**src/sfx_params.svh**
```systemverilog
// Constants for the safety enable cross-check block.
// Included by the package and the design; definitions only.
`ifndef SFX_PARAMS_SVH
`define SFX_PARAMS_SVH

// ***************************************************
// Register byte offsets
// ***************************************************
`define SFX_OFS_MODE      6'h00
`define SFX_OFS_PWD       6'h04
`define SFX_OFS_CC_STO    6'h08
`define SFX_OFS_CC_BRK    6'h0c
`define SFX_OFS_CC_SS1    6'h10
`define SFX_OFS_CC_TOL    6'h14
`define SFX_OFS_CC_SRC    6'h18
`define SFX_OFS_PC_STO    6'h20
`define SFX_OFS_PC_BRK    6'h24
`define SFX_OFS_PC_SS1    6'h28
`define SFX_OFS_PC_TOL    6'h2c
`define SFX_OFS_STATUS    6'h30
`define SFX_OFS_MASK      6'h34
`define SFX_OFS_STATE     6'h38

// ***************************************************
// Values, fields and resets
// ***************************************************
`define SFX_MODE_COMMIS   8'h5f
`define SFX_BRK_ON        8'h01
`define SFX_PWD_RST       16'h0000
`define SFX_ST_CC_FLT     0
`define SFX_ST_PC_FLT     1
`define SFX_ST_APPLIED    2
`define SFX_FDI_W         4
`define SFX_TOL_STEP      16'h0001

`endif

```
**src/sfx_pkg.sv**
```systemverilog
// Types for the safety enable cross-check block.
// Relies on sfx_params.svh for widths.
`include "sfx_params.svh"

package sfx_pkg;

  typedef struct packed {
    logic [7:0]  sto;
    logic [7:0]  brk;
    logic [15:0] ss1;
    logic [15:0] tol;
  } sfx_chan_t;

  typedef struct packed {
    logic [7:0]             mode;
    logic [15:0]            pwd;
    sfx_chan_t              pend_cc;
    sfx_chan_t              pend_pc;
    sfx_chan_t              act_cc;
    sfx_chan_t              act_pc;
    logic [2:0]             src;
    logic [2:0]             status;
    logic [2:0]             mask;
    logic [5:0]             addr;
    logic                   wr;
    logic                   rd;
    logic [`SFX_FDI_W-1:0]  fdi_prev;
    logic [15:0]            susp;
  } sfx_state_t;

endpackage

```
**src/sfx_crosscheck.sv**
```systemverilog
// Safety enable settings and two-channel cross-check behind an AHB-Lite slave.
// Assumes a single clock domain; all pins except the async reset i_arst_n are synchronous to i_mclk.
// Function
// - Pending settings become active only when mode leaves value 95.
// - Bit 0 of each channel's torque-off word enables its torque-off path.
// - Brake control enabled per channel by writing value 1.
// - Brake control stays inactive unless both torque-off words equal and nonzero.
// - Stop-1 counts enabled in a channel when its delay exceeds zero.
// - Stop-1 stays inactive unless both torque-off words equal and nonzero.
// - All paired settings are compared crosswise; software writes identical values.
// - Control channel selects from a binary source; power channel from pulse enable terminal.
// - After a failsafe input change, dynamic compare waits for the tolerance time.
// - Tolerance times differing by one monitoring cycle still count as matching.
// - First commissioning accepts setting writes without a nondefault password.
// - Password entry resets to zero so the default password matches.
// - In commissioning mode pulses stay suppressed; torque-off selection is ignored.
//
// Chosen here: the address map and the AHB-Lite register port.
`include "sfx_params.svh"
`timescale 1ns/1ps
`default_nettype none

module sfx_crosscheck
  import sfx_pkg::*;
#(
  parameter logic [15:0] SAFE_PWD = 16'h0000  // Password the entry is compared with
) (
  input  wire logic                  i_mclk,                  // Monitoring clock
  input  wire logic                  i_arst_n,                // Async reset, low active
  input  wire logic                  hsel,                    // AHB select
  input  wire logic [31:0]           haddr,                   // AHB address
  input  wire logic [1:0]            htrans,                  // AHB transfer type
  input  wire logic                  hwrite,                  // AHB write
  input  wire logic [2:0]            hsize,                   // AHB size
  input  wire logic [31:0]           hwdata,                  // AHB write data
  input  wire logic                  hready,                  // AHB bus ready
  output logic [31:0]                hrdata,                  // AHB read data
  output logic                       hreadyout,               // AHB slave ready
  output logic                       hresp,                   // AHB response
  input  wire logic [7:0]            i_binary_source,         // Selectable binary signals
  input  wire logic                  i_pulse_enable_terminal, // Power stage enable pin
  input  wire logic [`SFX_FDI_W-1:0] i_failsafe_input,        // Failsafe inputs
  output logic                       o_sto_cc,                // Control channel torque off
  output logic                       o_sto_pc,                // Power channel torque off
  output logic                       o_pulse_suppress,        // Pulses safely suppressed
  output logic                       o_sbc_armed,             // Brake control active
  output logic                       o_ss1_armed,             // Stop-1 active
  output logic [1:0]                 o_xchk_fault,            // Sticky faults cc/pc
  output logic                       o_irq                    // Level interrupt
);

  // ***************************************************
  // Decode helpers
  // ***************************************************
  function automatic logic pair_gate(input sfx_chan_t a, input sfx_chan_t b);
    pair_gate = (a.sto == b.sto) && (a.sto != 8'h00);
  endfunction

  function automatic logic tol_close(input logic [15:0] a, input logic [15:0] b);
    tol_close = (a >= b) ? ((a - b) <= `SFX_TOL_STEP) : ((b - a) <= `SFX_TOL_STEP);
  endfunction

  sfx_state_t st_q;
  sfx_state_t st_d;

  logic        commis;
  logic        gate;
  logic        sel_cc;
  logic        sel_pc;
  logic        stat_mis;
  logic        dyn_mis;
  logic        pwd_ok;
  logic        ph_wr;
  logic        ph_rd;
  logic        fdi_chg;
  logic [15:0] tol_max;
  logic [31:0] rd_mux;

  assign commis  = (st_q.mode == `SFX_MODE_COMMIS);
  assign gate    = pair_gate(st_q.act_cc, st_q.act_pc);
  // Torque off is selected by a low source bit or a low enable terminal
  assign sel_cc  = st_q.act_cc.sto[0] & ~i_binary_source[st_q.src];
  assign sel_pc  = st_q.act_pc.sto[0] & ~i_pulse_enable_terminal;
  assign stat_mis = (st_q.act_cc.sto != st_q.act_pc.sto)
                 || (st_q.act_cc.brk != st_q.act_pc.brk)
                 || (st_q.act_cc.ss1 != st_q.act_pc.ss1)
                 || !tol_close(st_q.act_cc.tol, st_q.act_pc.tol);
  // Dynamic data only compared outside commissioning and outside the changeover window
  assign dyn_mis = !commis && (st_q.susp == 16'h0000) && (sel_cc != sel_pc);
  assign pwd_ok  = (st_q.pwd == SAFE_PWD);
  assign ph_wr   = st_q.wr;
  assign ph_rd   = st_q.rd;
  assign fdi_chg = (i_failsafe_input != st_q.fdi_prev);
  assign tol_max = (st_q.act_cc.tol > st_q.act_pc.tol) ? st_q.act_cc.tol : st_q.act_pc.tol;

  // ***************************************************
  // Read mux
  // ***************************************************
  always_comb begin
    rd_mux = 32'h0000_0000;
    if (st_q.addr == `SFX_OFS_MODE) begin
      rd_mux = {24'h00_0000, st_q.mode};
    end else if (st_q.addr == `SFX_OFS_PWD) begin
      rd_mux = {16'h0000, st_q.pwd};
    end else if (st_q.addr == `SFX_OFS_CC_STO) begin
      rd_mux = {24'h00_0000, st_q.pend_cc.sto};
    end else if (st_q.addr == `SFX_OFS_CC_BRK) begin
      rd_mux = {24'h00_0000, st_q.pend_cc.brk};
    end else if (st_q.addr == `SFX_OFS_CC_SS1) begin
      rd_mux = {16'h0000, st_q.pend_cc.ss1};
    end else if (st_q.addr == `SFX_OFS_CC_TOL) begin
      rd_mux = {16'h0000, st_q.pend_cc.tol};
    end else if (st_q.addr == `SFX_OFS_CC_SRC) begin
      rd_mux = {29'h0000_0000, st_q.src};
    end else if (st_q.addr == `SFX_OFS_PC_STO) begin
      rd_mux = {24'h00_0000, st_q.pend_pc.sto};
    end else if (st_q.addr == `SFX_OFS_PC_BRK) begin
      rd_mux = {24'h00_0000, st_q.pend_pc.brk};
    end else if (st_q.addr == `SFX_OFS_PC_SS1) begin
      rd_mux = {16'h0000, st_q.pend_pc.ss1};
    end else if (st_q.addr == `SFX_OFS_PC_TOL) begin
      rd_mux = {16'h0000, st_q.pend_pc.tol};
    end else if (st_q.addr == `SFX_OFS_STATUS) begin
      rd_mux = {29'h0000_0000, st_q.status};
    end else if (st_q.addr == `SFX_OFS_MASK) begin
      rd_mux = {29'h0000_0000, st_q.mask};
    end else if (st_q.addr == `SFX_OFS_STATE) begin
      rd_mux = {24'h00_0000, (st_q.susp != 16'h0000), commis, o_ss1_armed,
                o_sbc_armed, o_sto_pc, o_sto_cc, gate, pwd_ok};
    end
  end

  // ***************************************************
  // Next state
  // ***************************************************
  always_comb begin
    st_d = st_q;
    // Address phase capture; zero wait states
    st_d.wr   = hsel && hready && htrans[1] && hwrite;
    st_d.rd   = hsel && hready && htrans[1] && !hwrite;
    st_d.addr = (hsel && hready && htrans[1]) ? {haddr[5:2], 2'b00} : st_q.addr;

    if (ph_wr) begin
      if (st_q.addr == `SFX_OFS_MODE) begin
        st_d.mode = hwdata[7:0];
        if (commis && (hwdata[7:0] != `SFX_MODE_COMMIS)) begin
          st_d.act_cc = st_q.pend_cc;
          st_d.act_pc = st_q.pend_pc;
        end
      end else if (st_q.addr == `SFX_OFS_PWD) begin
        st_d.pwd = hwdata[15:0];
      end else if (st_q.addr == `SFX_OFS_MASK) begin
        st_d.mask = hwdata[2:0];
      end else if (commis && pwd_ok) begin
        // Settings only take writes in commissioning with a matching password
        if (st_q.addr == `SFX_OFS_CC_STO) begin
          st_d.pend_cc.sto = hwdata[7:0];
        end else if (st_q.addr == `SFX_OFS_CC_BRK) begin
          st_d.pend_cc.brk = hwdata[7:0];
        end else if (st_q.addr == `SFX_OFS_CC_SS1) begin
          st_d.pend_cc.ss1 = hwdata[15:0];
        end else if (st_q.addr == `SFX_OFS_CC_TOL) begin
          st_d.pend_cc.tol = hwdata[15:0];
        end else if (st_q.addr == `SFX_OFS_CC_SRC) begin
          st_d.src = hwdata[2:0];
        end else if (st_q.addr == `SFX_OFS_PC_STO) begin
          st_d.pend_pc.sto = hwdata[7:0];
        end else if (st_q.addr == `SFX_OFS_PC_BRK) begin
          st_d.pend_pc.brk = hwdata[7:0];
        end else if (st_q.addr == `SFX_OFS_PC_SS1) begin
          st_d.pend_pc.ss1 = hwdata[15:0];
        end else if (st_q.addr == `SFX_OFS_PC_TOL) begin
          st_d.pend_pc.tol = hwdata[15:0];
        end
      end
    end

    // Changeover window: reload on any failsafe edge, else count down
    st_d.fdi_prev = i_failsafe_input;
    if (fdi_chg) begin
      st_d.susp = tol_max;
    end else if (st_q.susp != 16'h0000) begin
      st_d.susp = st_q.susp - 16'h0001;
    end

    // Read clears status; a new event in the same cycle wins
    if (ph_rd && (st_q.addr == `SFX_OFS_STATUS)) begin
      st_d.status = 3'h0;
    end
    if (stat_mis || dyn_mis) begin
      st_d.status[`SFX_ST_CC_FLT] = 1'b1;
      st_d.status[`SFX_ST_PC_FLT] = 1'b1;
    end
    if (ph_wr && (st_q.addr == `SFX_OFS_MODE) && commis && (hwdata[7:0] != `SFX_MODE_COMMIS)) begin
      st_d.status[`SFX_ST_APPLIED] = 1'b1;
    end
  end

  always_ff @(posedge i_mclk or negedge i_arst_n) begin
    if (!i_arst_n) begin
      st_q     <= '0;
      st_q.pwd <= `SFX_PWD_RST;
    end else begin
      st_q <= st_d;
    end
  end

  // ***************************************************
  // Outputs
  // ***************************************************
  assign hrdata    = rd_mux;
  assign hreadyout = 1'b1;
  assign hresp     = 1'b0;
  // Commissioning forces suppression so selection changes cannot bounce the drive
  assign o_sto_cc         = !commis && sel_cc;
  assign o_sto_pc         = !commis && sel_pc;
  assign o_pulse_suppress = commis || sel_cc || sel_pc;
  assign o_sbc_armed = gate && (st_q.act_cc.brk == `SFX_BRK_ON)
                    && (st_q.act_pc.brk == `SFX_BRK_ON);
  assign o_ss1_armed = gate && (st_q.act_cc.ss1 != 16'h0000)
                    && (st_q.act_pc.ss1 != 16'h0000);
  assign o_xchk_fault = st_q.status[1:0];
  assign o_irq        = |(st_q.status & st_q.mask);

  // ***************************************************
  // Checks
  // ***************************************************
  a_apply_on_exit: assert property (@(posedge i_mclk) disable iff (!i_arst_n)
    (!commis && $past(st_q.mode) == `SFX_MODE_COMMIS) |-> (st_q.act_cc == $past(st_q.pend_cc)))
    else $error("settings not applied on exit");
  a_sbc_gated: assert property (@(posedge i_mclk) disable iff (!i_arst_n)
    o_sbc_armed |-> (st_q.act_cc.sto == st_q.act_pc.sto) && (st_q.act_cc.sto != 8'h00))
    else $error("brake control active without torque off enable");
  a_ss1_gated: assert property (@(posedge i_mclk) disable iff (!i_arst_n)
    o_ss1_armed |-> (st_q.act_cc.sto == st_q.act_pc.sto) && (st_q.act_pc.sto != 8'h00)
                    && (st_q.act_cc.ss1 != 16'h0000) && (st_q.act_pc.ss1 != 16'h0000))
    else $error("stop-1 active without enable");
  a_commis_supp: assert property (@(posedge i_mclk) disable iff (!i_arst_n)
    commis |-> (o_pulse_suppress && !o_sto_cc && !o_sto_pc))
    else $error("pulses not suppressed in commissioning");
  a_fault_sticky: assert property (@(posedge i_mclk) disable iff (!i_arst_n)
    (o_xchk_fault[0] && !(ph_rd && st_q.addr == `SFX_OFS_STATUS)) |=> o_xchk_fault[0])
    else $error("fault flag dropped");
  a_tol_slack: assert property (@(posedge i_mclk) disable iff (!i_arst_n)
    ((st_q.act_cc.sto == st_q.act_pc.sto) && (st_q.act_cc.brk == st_q.act_pc.brk)
     && (st_q.act_cc.ss1 == st_q.act_pc.ss1) && !dyn_mis && (st_q.status[0] == 1'b0)
     && ((st_q.act_cc.tol - st_q.act_pc.tol == 16'h0001) || (st_q.act_pc.tol - st_q.act_cc.tol == 16'h0001)))
    |=> (st_q.status[0] == 1'b0))
    else $error("one-cycle tolerance difference flagged");
  a_mis_flag: assert property (@(posedge i_mclk) disable iff (!i_arst_n)
    (((st_q.act_cc.tol == st_q.act_pc.tol + 16'h0002) && (st_q.act_cc.tol >= 16'h0002))
     || ((st_q.act_pc.tol == st_q.act_cc.tol + 16'h0002) && (st_q.act_pc.tol >= 16'h0002))) |=> st_q.status[0])
    else $error("tolerance mismatch not flagged");
  a_fdi_window: assert property (@(posedge i_mclk) disable iff (!i_arst_n)
    (fdi_chg && tol_max != 16'h0000) |=> (st_q.susp == $past(tol_max)))
    else $error("changeover window not started");
  a_first_write: assert property (@(posedge i_mclk) disable iff (!i_arst_n)
    (ph_wr && commis && st_q.pwd == 16'h0000 && SAFE_PWD == 16'h0000 && st_q.addr == `SFX_OFS_CC_STO)
    |=> (st_q.pend_cc.sto == $past(hwdata[7:0])))
    else $error("first commissioning write refused");
  // Positive and negative checks: each enable path must really reach its output, not only stay gated
  a_apply_power: assert property (@(posedge i_mclk) disable iff (!i_arst_n)
    (!commis && $past(st_q.mode) == `SFX_MODE_COMMIS) |-> (st_q.act_pc == $past(st_q.pend_pc)))
    else $error("power channel settings not applied on exit");
  a_active_hold: assert property (@(posedge i_mclk) disable iff (!i_arst_n)
    (commis || !$past(commis)) |-> ($stable(st_q.act_cc) && $stable(st_q.act_pc)))
    else $error("active settings changed outside an exit");
  a_cc_select: assert property (@(posedge i_mclk) disable iff (!i_arst_n)
    (!commis && st_q.act_cc.sto[0] && !i_binary_source[st_q.src]) |-> o_sto_cc)
    else $error("control channel select lost");
  a_pc_select: assert property (@(posedge i_mclk) disable iff (!i_arst_n)
    (!commis && st_q.act_pc.sto[0] && !i_pulse_enable_terminal) |-> o_sto_pc)
    else $error("power channel select lost");
  a_cc_disabled: assert property (@(posedge i_mclk) disable iff (!i_arst_n)
    !st_q.act_cc.sto[0] |-> !o_sto_cc)
    else $error("control channel torque off while disabled");
  a_pc_disabled: assert property (@(posedge i_mclk) disable iff (!i_arst_n)
    !st_q.act_pc.sto[0] |-> !o_sto_pc)
    else $error("power channel torque off while disabled");
  a_sbc_enable: assert property (@(posedge i_mclk) disable iff (!i_arst_n)
    ((st_q.act_cc.sto == st_q.act_pc.sto) && (st_q.act_cc.sto != 8'h00) && (st_q.act_cc.brk == `SFX_BRK_ON)
     && (st_q.act_pc.brk == `SFX_BRK_ON)) |-> o_sbc_armed)
    else $error("brake control not active when enabled");
  a_ss1_enable: assert property (@(posedge i_mclk) disable iff (!i_arst_n)
    ((st_q.act_cc.sto == st_q.act_pc.sto) && (st_q.act_cc.sto != 8'h00) && (st_q.act_cc.ss1 != 16'h0000)
     && (st_q.act_pc.ss1 != 16'h0000)) |-> o_ss1_armed)
    else $error("stop-1 not active when enabled");
  a_window_quiet: assert property (@(posedge i_mclk) disable iff (!i_arst_n)
    ((st_q.susp != 16'h0000) && !stat_mis && (st_q.status[1:0] == 2'b00)) |=> (st_q.status[1:0] == 2'b00))
    else $error("dynamic compare inside changeover window");
  a_window_count: assert property (@(posedge i_mclk) disable iff (!i_arst_n)
    (!fdi_chg && (st_q.susp != 16'h0000)) |=> (st_q.susp == $past(st_q.susp) - 16'h0001))
    else $error("changeover window not counting");
  a_dyn_flag: assert property (@(posedge i_mclk) disable iff (!i_arst_n)
    (!commis && (st_q.susp == 16'h0000) && (o_sto_cc != o_sto_pc)) |=> (st_q.status[1:0] == 2'b11))
    else $error("dynamic mismatch not flagged");
  a_pwd_refuse: assert property (@(posedge i_mclk) disable iff (!i_arst_n)
    (ph_wr && (st_q.pwd != SAFE_PWD) && (st_q.addr == `SFX_OFS_CC_STO)) |=> $stable(st_q.pend_cc.sto))
    else $error("setting taken with wrong password");
  a_irq_level: assert property (@(posedge i_mclk) disable iff (!i_arst_n)
    ((st_q.status[0] && st_q.mask[0]) |-> o_irq) and ((st_q.mask == 3'h0) |-> !o_irq))
    else $error("interrupt level wrong");
  a_bus_okay: assert property (@(posedge i_mclk) disable iff (!i_arst_n)
    (hreadyout && !hresp))
    else $error("bus answer not zero-wait okay");

endmodule

`default_nettype wire

```
**config.mk**
```make
export PLATFORM = sky130hd
export DESIGN_NAME = sfx_crosscheck
export DESIGN_NICKNAME = d
export VERILOG_FILES = /design/src/sfx_pkg.sv /design/src/sfx_crosscheck.sv
export VERILOG_INCLUDE_DIRS = /design/src
export SDC_FILE = /design/constraint.sdc
export NUM_CORES = 1
export LEC_CHECK = 0
export CAP_MARGIN = 5
export CORE_ASPECT_RATIO = 1.4
export CORE_UTILIZATION = 50
export CTS_CLUSTER_SIZE = 10
export DETAILED_ROUTE_END_ITERATION = 16
export DONT_BUFFER_PORTS = 1
export PLACE_DENSITY = 0.61
export RECOVER_POWER = 50
export SLEW_MARGIN = 20
export SYNTH_ARGS = -nofsm -noshare
export SYNTH_HDL_FRONTEND = slang
export SYNTH_SLANG_ARGS = --single-unit
```
**constraint.sdc**
```tcl
create_clock -name i_mclk -period 3.5 [get_ports i_mclk]
set_input_delay 0.175 -clock i_mclk [delete_from_list [all_inputs] [get_ports i_mclk]]
set_output_delay 0.175 -clock i_mclk [all_outputs]
set_load 0.1 [all_outputs]
```
-- After elaboration in Yosys (flattened, before gate mapping)
Cells that the tools add are included.
- register bits: 251
- bits in latches: 0
- bits in writable memories: 0
- ROM bits: 0
- input port bits: 87
- output and inout bits: 42
- word-level logic and storage cells: 149
- memories: 0
- $add $sub $neg: 3
- multiply operators: 0
- divide/modulo/power cells: 0
- $lt $le $gt $ge: 5
- equal/unequal tests: 23
- shifts and indexed selects: 0
- mux-type cells: 23
- bitwise operators: 16
- reductions and logical operators: 52
- operator list (operator ; number):
    $mux 16 ; 13
    $reduce_bool 16->1 ; 3
    $le 16x1->1 const B ; 2
    $logic_not 16->1 ; 2
    $mux 32 ; 1
    $sub 16x16->16 ; 2
    $eq 4x4->1 const B ; 7
    $mux 8 ; 3
    $logic_and 1x1->1 ; 19
    $eq 8x1->1 const B ; 2
    $ge 16x16->1 ; 1
    $gt 16x16->1 ; 1
    $ne 16x16->1 ; 1
    $ne 8x8->1 ; 2
    $sub 16x1->16 const B ; 1
    $reduce_and 14->1 ; 1
    $not 1->1 ; 13
    $reduce_and 13->1 ; 1
    $eq 4x3->1 const B ; 3
    $reduce_and 12->1 ; 1
    $reduce_and 11->1 ; 1
    $reduce_and 10->1 ; 1
    $reduce_and 9->1 ; 1
    $eq 4x2->1 const B ; 2
    other kinds (25) ; 38

-- Longest topological paths before layout
- depth after elaboration: 19
- mapped depth: 11
- depth with buffers taken out: 11

-- Least setup slack after synthesis
Ideal clock, no wire load.
- path type: flip-flop to output port
- from: register st_q[130] (netlist bit)
- to: output hrdata[4]
- arrival: 5.086 ns
- required time: 3.325 ns
- setup slack: -1.761 ns
- stages on the path, launching flop included: 9
- buffers on the path: 0
- path through: dfrtp_1 -> xor2_1 -> nor4_1 -> nand2_1 -> a211oi_1 -> a21oi_1 -> o21ai_0 -> a21oi_1 -> a21oi_1
- longest elaborated chain between the ends: 18
- elaborated cells on any way between the ends: 19
- those cells by class: 1 x eq/ne; 14 x mux; 4 x reduce/logical
- ends and longest elaborated chain (item ; line ; RTL):
    start: declaration ; sfx_crosscheck.sv:63 ; sfx_state_t st_q;
    start signal: assignment ; sfx_crosscheck.sv:204 ; st_q <= st_d;
    $eq 8x8->1 or $reduce_bool 8->1 (tied branches) ; sfx_crosscheck.sv:56 ; pair_gate = (a.sto == b.sto) && (a.sto != 8'h00);
    $logic_and 1x1->1 * ; sfx_crosscheck.sv:56 ;
    $logic_and 1x1->1 * (2 in a row) ; sfx_crosscheck.sv:218 ; assign o_sbc_armed = gate && (st_q.act_cc.brk == `SFX_BRK_ON)
    via o_sbc_armed ; sfx_crosscheck.sv:46 ; output logic o_sbc_armed,
    $mux 8 * ; sfx_crosscheck.sv:127 ; end else if (st_q.addr == `SFX_OFS_STATE) begin
    $mux 8 * ; sfx_crosscheck.sv:125 ; end else if (st_q.addr == `SFX_OFS_MASK) begin
    $mux 8 * ; sfx_crosscheck.sv:123 ; end else if (st_q.addr == `SFX_OFS_STATUS) begin
    $mux 16 * ; sfx_crosscheck.sv:121 ; end else if (st_q.addr == `SFX_OFS_PC_TOL) begin
    [... 2 more ...] ; - ;
    $mux 16 * ; sfx_crosscheck.sv:115 ; end else if (st_q.addr == `SFX_OFS_PC_STO) begin
    $mux 16 * ; sfx_crosscheck.sv:113 ; end else if (st_q.addr == `SFX_OFS_CC_SRC) begin
    $mux 16 * ; sfx_crosscheck.sv:111 ; end else if (st_q.addr == `SFX_OFS_CC_TOL) begin
    $mux 16 * ; sfx_crosscheck.sv:109 ; end else if (st_q.addr == `SFX_OFS_CC_SS1) begin
    $mux 16 * ; sfx_crosscheck.sv:107 ; end else if (st_q.addr == `SFX_OFS_CC_BRK) begin
    $mux 16 * ; sfx_crosscheck.sv:105 ; end else if (st_q.addr == `SFX_OFS_CC_STO) begin
    $mux 16 * ; sfx_crosscheck.sv:103 ; end else if (st_q.addr == `SFX_OFS_PWD) begin
    $mux 32 * ; sfx_crosscheck.sv:101 ; if (st_q.addr == `SFX_OFS_MODE) begin
    end: declaration ; sfx_crosscheck.sv:37 ; output logic [31:0] hrdata,
Mark *: on every way through the listed nets, which the timed path passes. The rest lies on a longest branch.

-- Worst setup path after layout
- from: register st_q[130] (netlist bit)
- to: output hrdata[5]
- longest elaborated chain between the ends: 18
- elaborated cells on any way between the ends: 19
- those cells by class: 1 x eq/ne; 14 x mux; 4 x reduce/logical
- ends and longest elaborated chain (item ; line ; RTL):
    $eq 8x8->1 or $reduce_bool 8->1 (tied branches) ; sfx_crosscheck.sv:56 ;
    $logic_and 1x1->1 * ; sfx_crosscheck.sv:56 ;
    $logic_and 1x1->1 * ; sfx_crosscheck.sv:220 ; assign o_ss1_armed = gate && (st_q.act_cc.ss1 != 16'h0000)
    $logic_and 1x1->1 * ; sfx_crosscheck.sv:221 ; && (st_q.act_pc.ss1 != 16'h0000);
    $mux 8 * ; sfx_crosscheck.sv:127 ;
    $mux 8 * ; sfx_crosscheck.sv:125 ;
    $mux 8 * ; sfx_crosscheck.sv:123 ;
    $mux 16 * ; sfx_crosscheck.sv:121 ;
    [... 2 more ...] ; - ;
    $mux 16 * ; sfx_crosscheck.sv:115 ;
    $mux 16 * ; sfx_crosscheck.sv:113 ;
    $mux 16 * ; sfx_crosscheck.sv:111 ;
    $mux 16 * ; sfx_crosscheck.sv:109 ;
    $mux 16 * ; sfx_crosscheck.sv:107 ;
    $mux 16 * ; sfx_crosscheck.sv:105 ;
    $mux 16 * ; sfx_crosscheck.sv:103 ;
    $mux 32 * ; sfx_crosscheck.sv:101 ;
Every way passes the cells marked *; elsewhere a longest branch is shown, timed or not.

==> results.txt <==
The static leakage power is 7.454 nW. Of the synthesized area, sequential elements account for 0.4568. The via count of the first global-routing pass is 10395.

The worst setup path is launched from a register. The net total in the final layout came out at 1439. The clock latency on the worst-skew pair is 560 ps. TritonCTS built the clock tree.

The count of non-filler cells in the finished layout is 1688. The number of cells after detailed placement came out at 1618. The max-slew violation count was 0.

The floorplan die area is 0.02806 sq mm. The routed length on met3 is 1.640 mm. The core region area came out at 0.02692 sq mm. Of the post-synthesis cell area, the dominant cell type holds 0.4568. Ranked by total cell area, the synthesized netlist is headed by sky130_fd_sc_hd__dfrtp_1 (46%), sky130_fd_sc_hd__mux2_2 (14%), sky130_fd_sc_hd__o21ai_0 (3.2%). The HPWL after detailed placement is 27.03 mm. 129 I/O pins were placed. After clock tree synthesis, the clock-pin slew on the worst setup and hold paths is 60 ps. The proportion of layout cells with a drive suffix above 1 is 0.2315. IR analysis of the VDD net gives a maximum drop of 0.0006222 V. The routed via count is 10126. The total routed wirelength came out at 38.05 mm.

After synthesis, the mean cell area works out to 10.80 sq um. Yosys instantiated no cell more often than sky130_fd_sc_hd__dfrtp_1. After detailed routing, the number of vias per cell comes to 5.999. The met2 wire length is 20.15 mm. Entering global routing, the biggest net connects 251 pins.

CTS placed an instance of sky130_fd_sc_hd__clkbuf_16 at the clock tree root. The count of maximum capacitance violations is 0. For this run, design rule violations remaining after detail routing come to 0. STA puts the critical path data arrival time at 3230 ps. The time the worst path needs with I/O delays and setup came out at 3400 ps. The Yosys step of the flow raised 0 warnings. Counting along the longest clock path gives a buffer depth of 3.

Synthesis produced a netlist whose cell count is 1268. The wire length of the first global-routing pass came out at 59.24 mm. The detailed-router iteration count before antenna repair came out at 5. Counting flops and latches in the post-synthesis netlist gives 250.

The row count is 71. Setup repair after global routing left no endpoint under its margin. The detailed-route wire length on metal 1 is 14.99 mm. The dominant register cell in the synthesized netlist is sky130_fd_sc_hd__dfrtp_1.

Measured against its own limit, the worst slew margin works out to 0.3761. The relative area change from synthesis to final layout came out at 13.79%. The number of antenna violations at the first check in global routing came out at 2. The post-route clock period utilization is 0.9715. The final weighted congestion in routability-driven placement came out at 0.9168. The number of DRC markers in iteration 0 came out at 743. Data on the critical path is required at its endpoint by 3320 ps. The clock sink total is 250. The power density over the cells came out at 474.8 mW/mm^2. In this run the worst path has a maximum fanout of 3. The worst clock skew came out at 14.31 ps. The number of synthesized flops with an enable pin came out at 0. Across all hold checks on the routed design, the worst slack comes to -678.2 ps. The transition time of the tightest slew-check pin came out at 933.7 ps. Global routing finished with a remaining overflow of 0. The cell area after technology mapping came out at 0.01369 sq mm. The count of buffers added on input and output ports is 0. The achievable frequency came out at 0.2941 GHz. The clock buffer count from CTS came out at 29.

The number of setup violations in the final report came out at 0. The die span in y is 197.8 um. The run finished, with violations left. The per-cell routed wire length is 22.54 um.

The commonest cells after synthesis are sky130_fd_sc_hd__dfrtp_1 (250), sky130_fd_sc_hd__mux2_2 (174), sky130_fd_sc_hd__o21ai_0 (87). Measured along the x axis, the die boundary spans 141.9 um. The number of buffers added to fix hold violations after cts came out at 31. The count of final hold-check violations came out at 250. The start-to-end type of the worst setup path is register to output port. The H-tree depth is 1. The count of different cell masters after synthesis is 81. The checks that failed: negative hold slack.

The count of nets left with antenna violations once routing finished came out at 0. The worst setup path is captured at an output port. The initial utilization of the core area, before any placement, comes to 0.5088. The global router's overall resource usage came out at 0.2793. The post-synthesis async set-or-reset flop share is 1.000.

The topmost layer with routed signal wires is met5. The path class of the tightest hold or removal check is primary input to async pin. The largest area contributor in the synthesized netlist is sky130_fd_sc_hd__dfrtp_1.
worst max-delay path, stage by stage (launching register included):
cell	delay [ps]
sky130_fd_sc_hd__dfrtp_1	410
sky130_fd_sc_hd__xor2_1	170
sky130_fd_sc_hd__nor4_1	340
sky130_fd_sc_hd__nand2_1	230
sky130_fd_sc_hd__a21oi_1	410
sky130_fd_sc_hd__and3_1	370
sky130_fd_sc_hd__a21oi_1	150
sky130_fd_sc_hd__o32ai_4	350
sky130_fd_sc_hd__buf_12	220
final timing paths:
| check | start | to | slack (ps) | depth (start not counted) |
|---|---|---|---|---|
| max | st_q[130] | hrdata[5] | 100 | 8 |
| min reg2reg | st_q[191] | st_q[95] | 510 | 2 |
| min | i_arst_n | st_q[245] | -680 | 0 |
| max in group asynchronous | i_arst_n | st_q[25] | 3620 | 0 |
| min in group i_mclk | htrans[1] | st_q[25] | 30 | 2 |
| max reg2reg | st_q[45] | o_xchk_fault[0] | 500 | 10 |
power by group:
| part | total [mW] | switching, mW | internal (mW) |
|---|---|---|---|
| registers | 3.12 | 0.126 | 2.99 |
| logic | 1.63 | 1.04 | 0.594 |
| clock network | 2.65 | 1.13 | 1.52 |
cell families after synthesis:
group | Yosys count | synth area share
compound gates | 281 | 0.1314
flops | 250 | 0.4568
simple gates | 277 | 0.1064
xor+xnor | 59 | 0.03773
mux | 231 | 0.1899
fa+ha+maj | 35 | 0.03307
other cells | 2 | 0.0005484
buf+inv | 133 | 0.04413
sequential cells by signal (all words and copies together) (netlist names):
signal and cells:
o_xchk_fault 1, ph_rd 1, ph_wr 1, st_q 247
placed cells by master (no fill, tap or decap), types with 26 or more instances in the layout:
cell type and n:
sky130_fd_sc_hd__buf_4 43, sky130_fd_sc_hd__nor2_1 48, sky130_fd_sc_hd__inv_1 46, sky130_fd_sc_hd__a21oi_1 58, sky130_fd_sc_hd__dfrtp_1 248, sky130_fd_sc_hd__nor4_1 28
sky130_fd_sc_hd__mux2i_1 28, sky130_fd_sc_hd__mux2_1 26, sky130_fd_sc_hd__dlygate4sd3_1 31, sky130_fd_sc_hd__xor2_1 43, sky130_fd_sc_hd__mux2_2 174, sky130_fd_sc_hd__nand2_1 83
sky130_fd_sc_hd__ha_1 33, sky130_fd_sc_hd__o21ai_0 78, sky130_fd_sc_hd__clkbuf_16 29
through the flow:
step	worst slack (ps)	util	instance area [sq um]	TNS, ps	power, mW
2_1_floorplan	-101.3	-	13780	-101.3	4.228
3_3_place_gp	543.1	0.5375	14470	0	4.690
3_5_place_dp	571.0	0.5375	14470	0	4.695
4_1_cts	157.6	0.5784	15570	0	7.426
5_1_grt	6.798	0.5789	15580	0	7.657
6_report	99.59	0.5789	15580	0	7.398
layout make-up:
type | count | area [sq um]
Clock inverter | 2 | 25.02
Inverter | 47 | 176.4
Timing Repair Buffer | 88 | 897.1
Tap cell | 365 | 456.7
Multi-Input combinational cell | 901 | 7002
Antenna cell | 1 | 2.502
Clock buffer | 34 | 764.5
Sequential cell | 250 | 6259
Fill cell | 2297 | 11330
metal layers:
layer	track usage	up-vias
met5	0	-
met2	0.5149	269
met1	0.3300	5107
met4	0.09916	2
met3	0.03628	83
li1	-	4665
what timing repair did:
item,4_1_cts,5_1_grt
endpoints found under the hold margin,386,250
endpoints found under the setup margin,0,2
setup buffers,0,2
resized for setup,0,1
(Power assumes the default switching activity.)
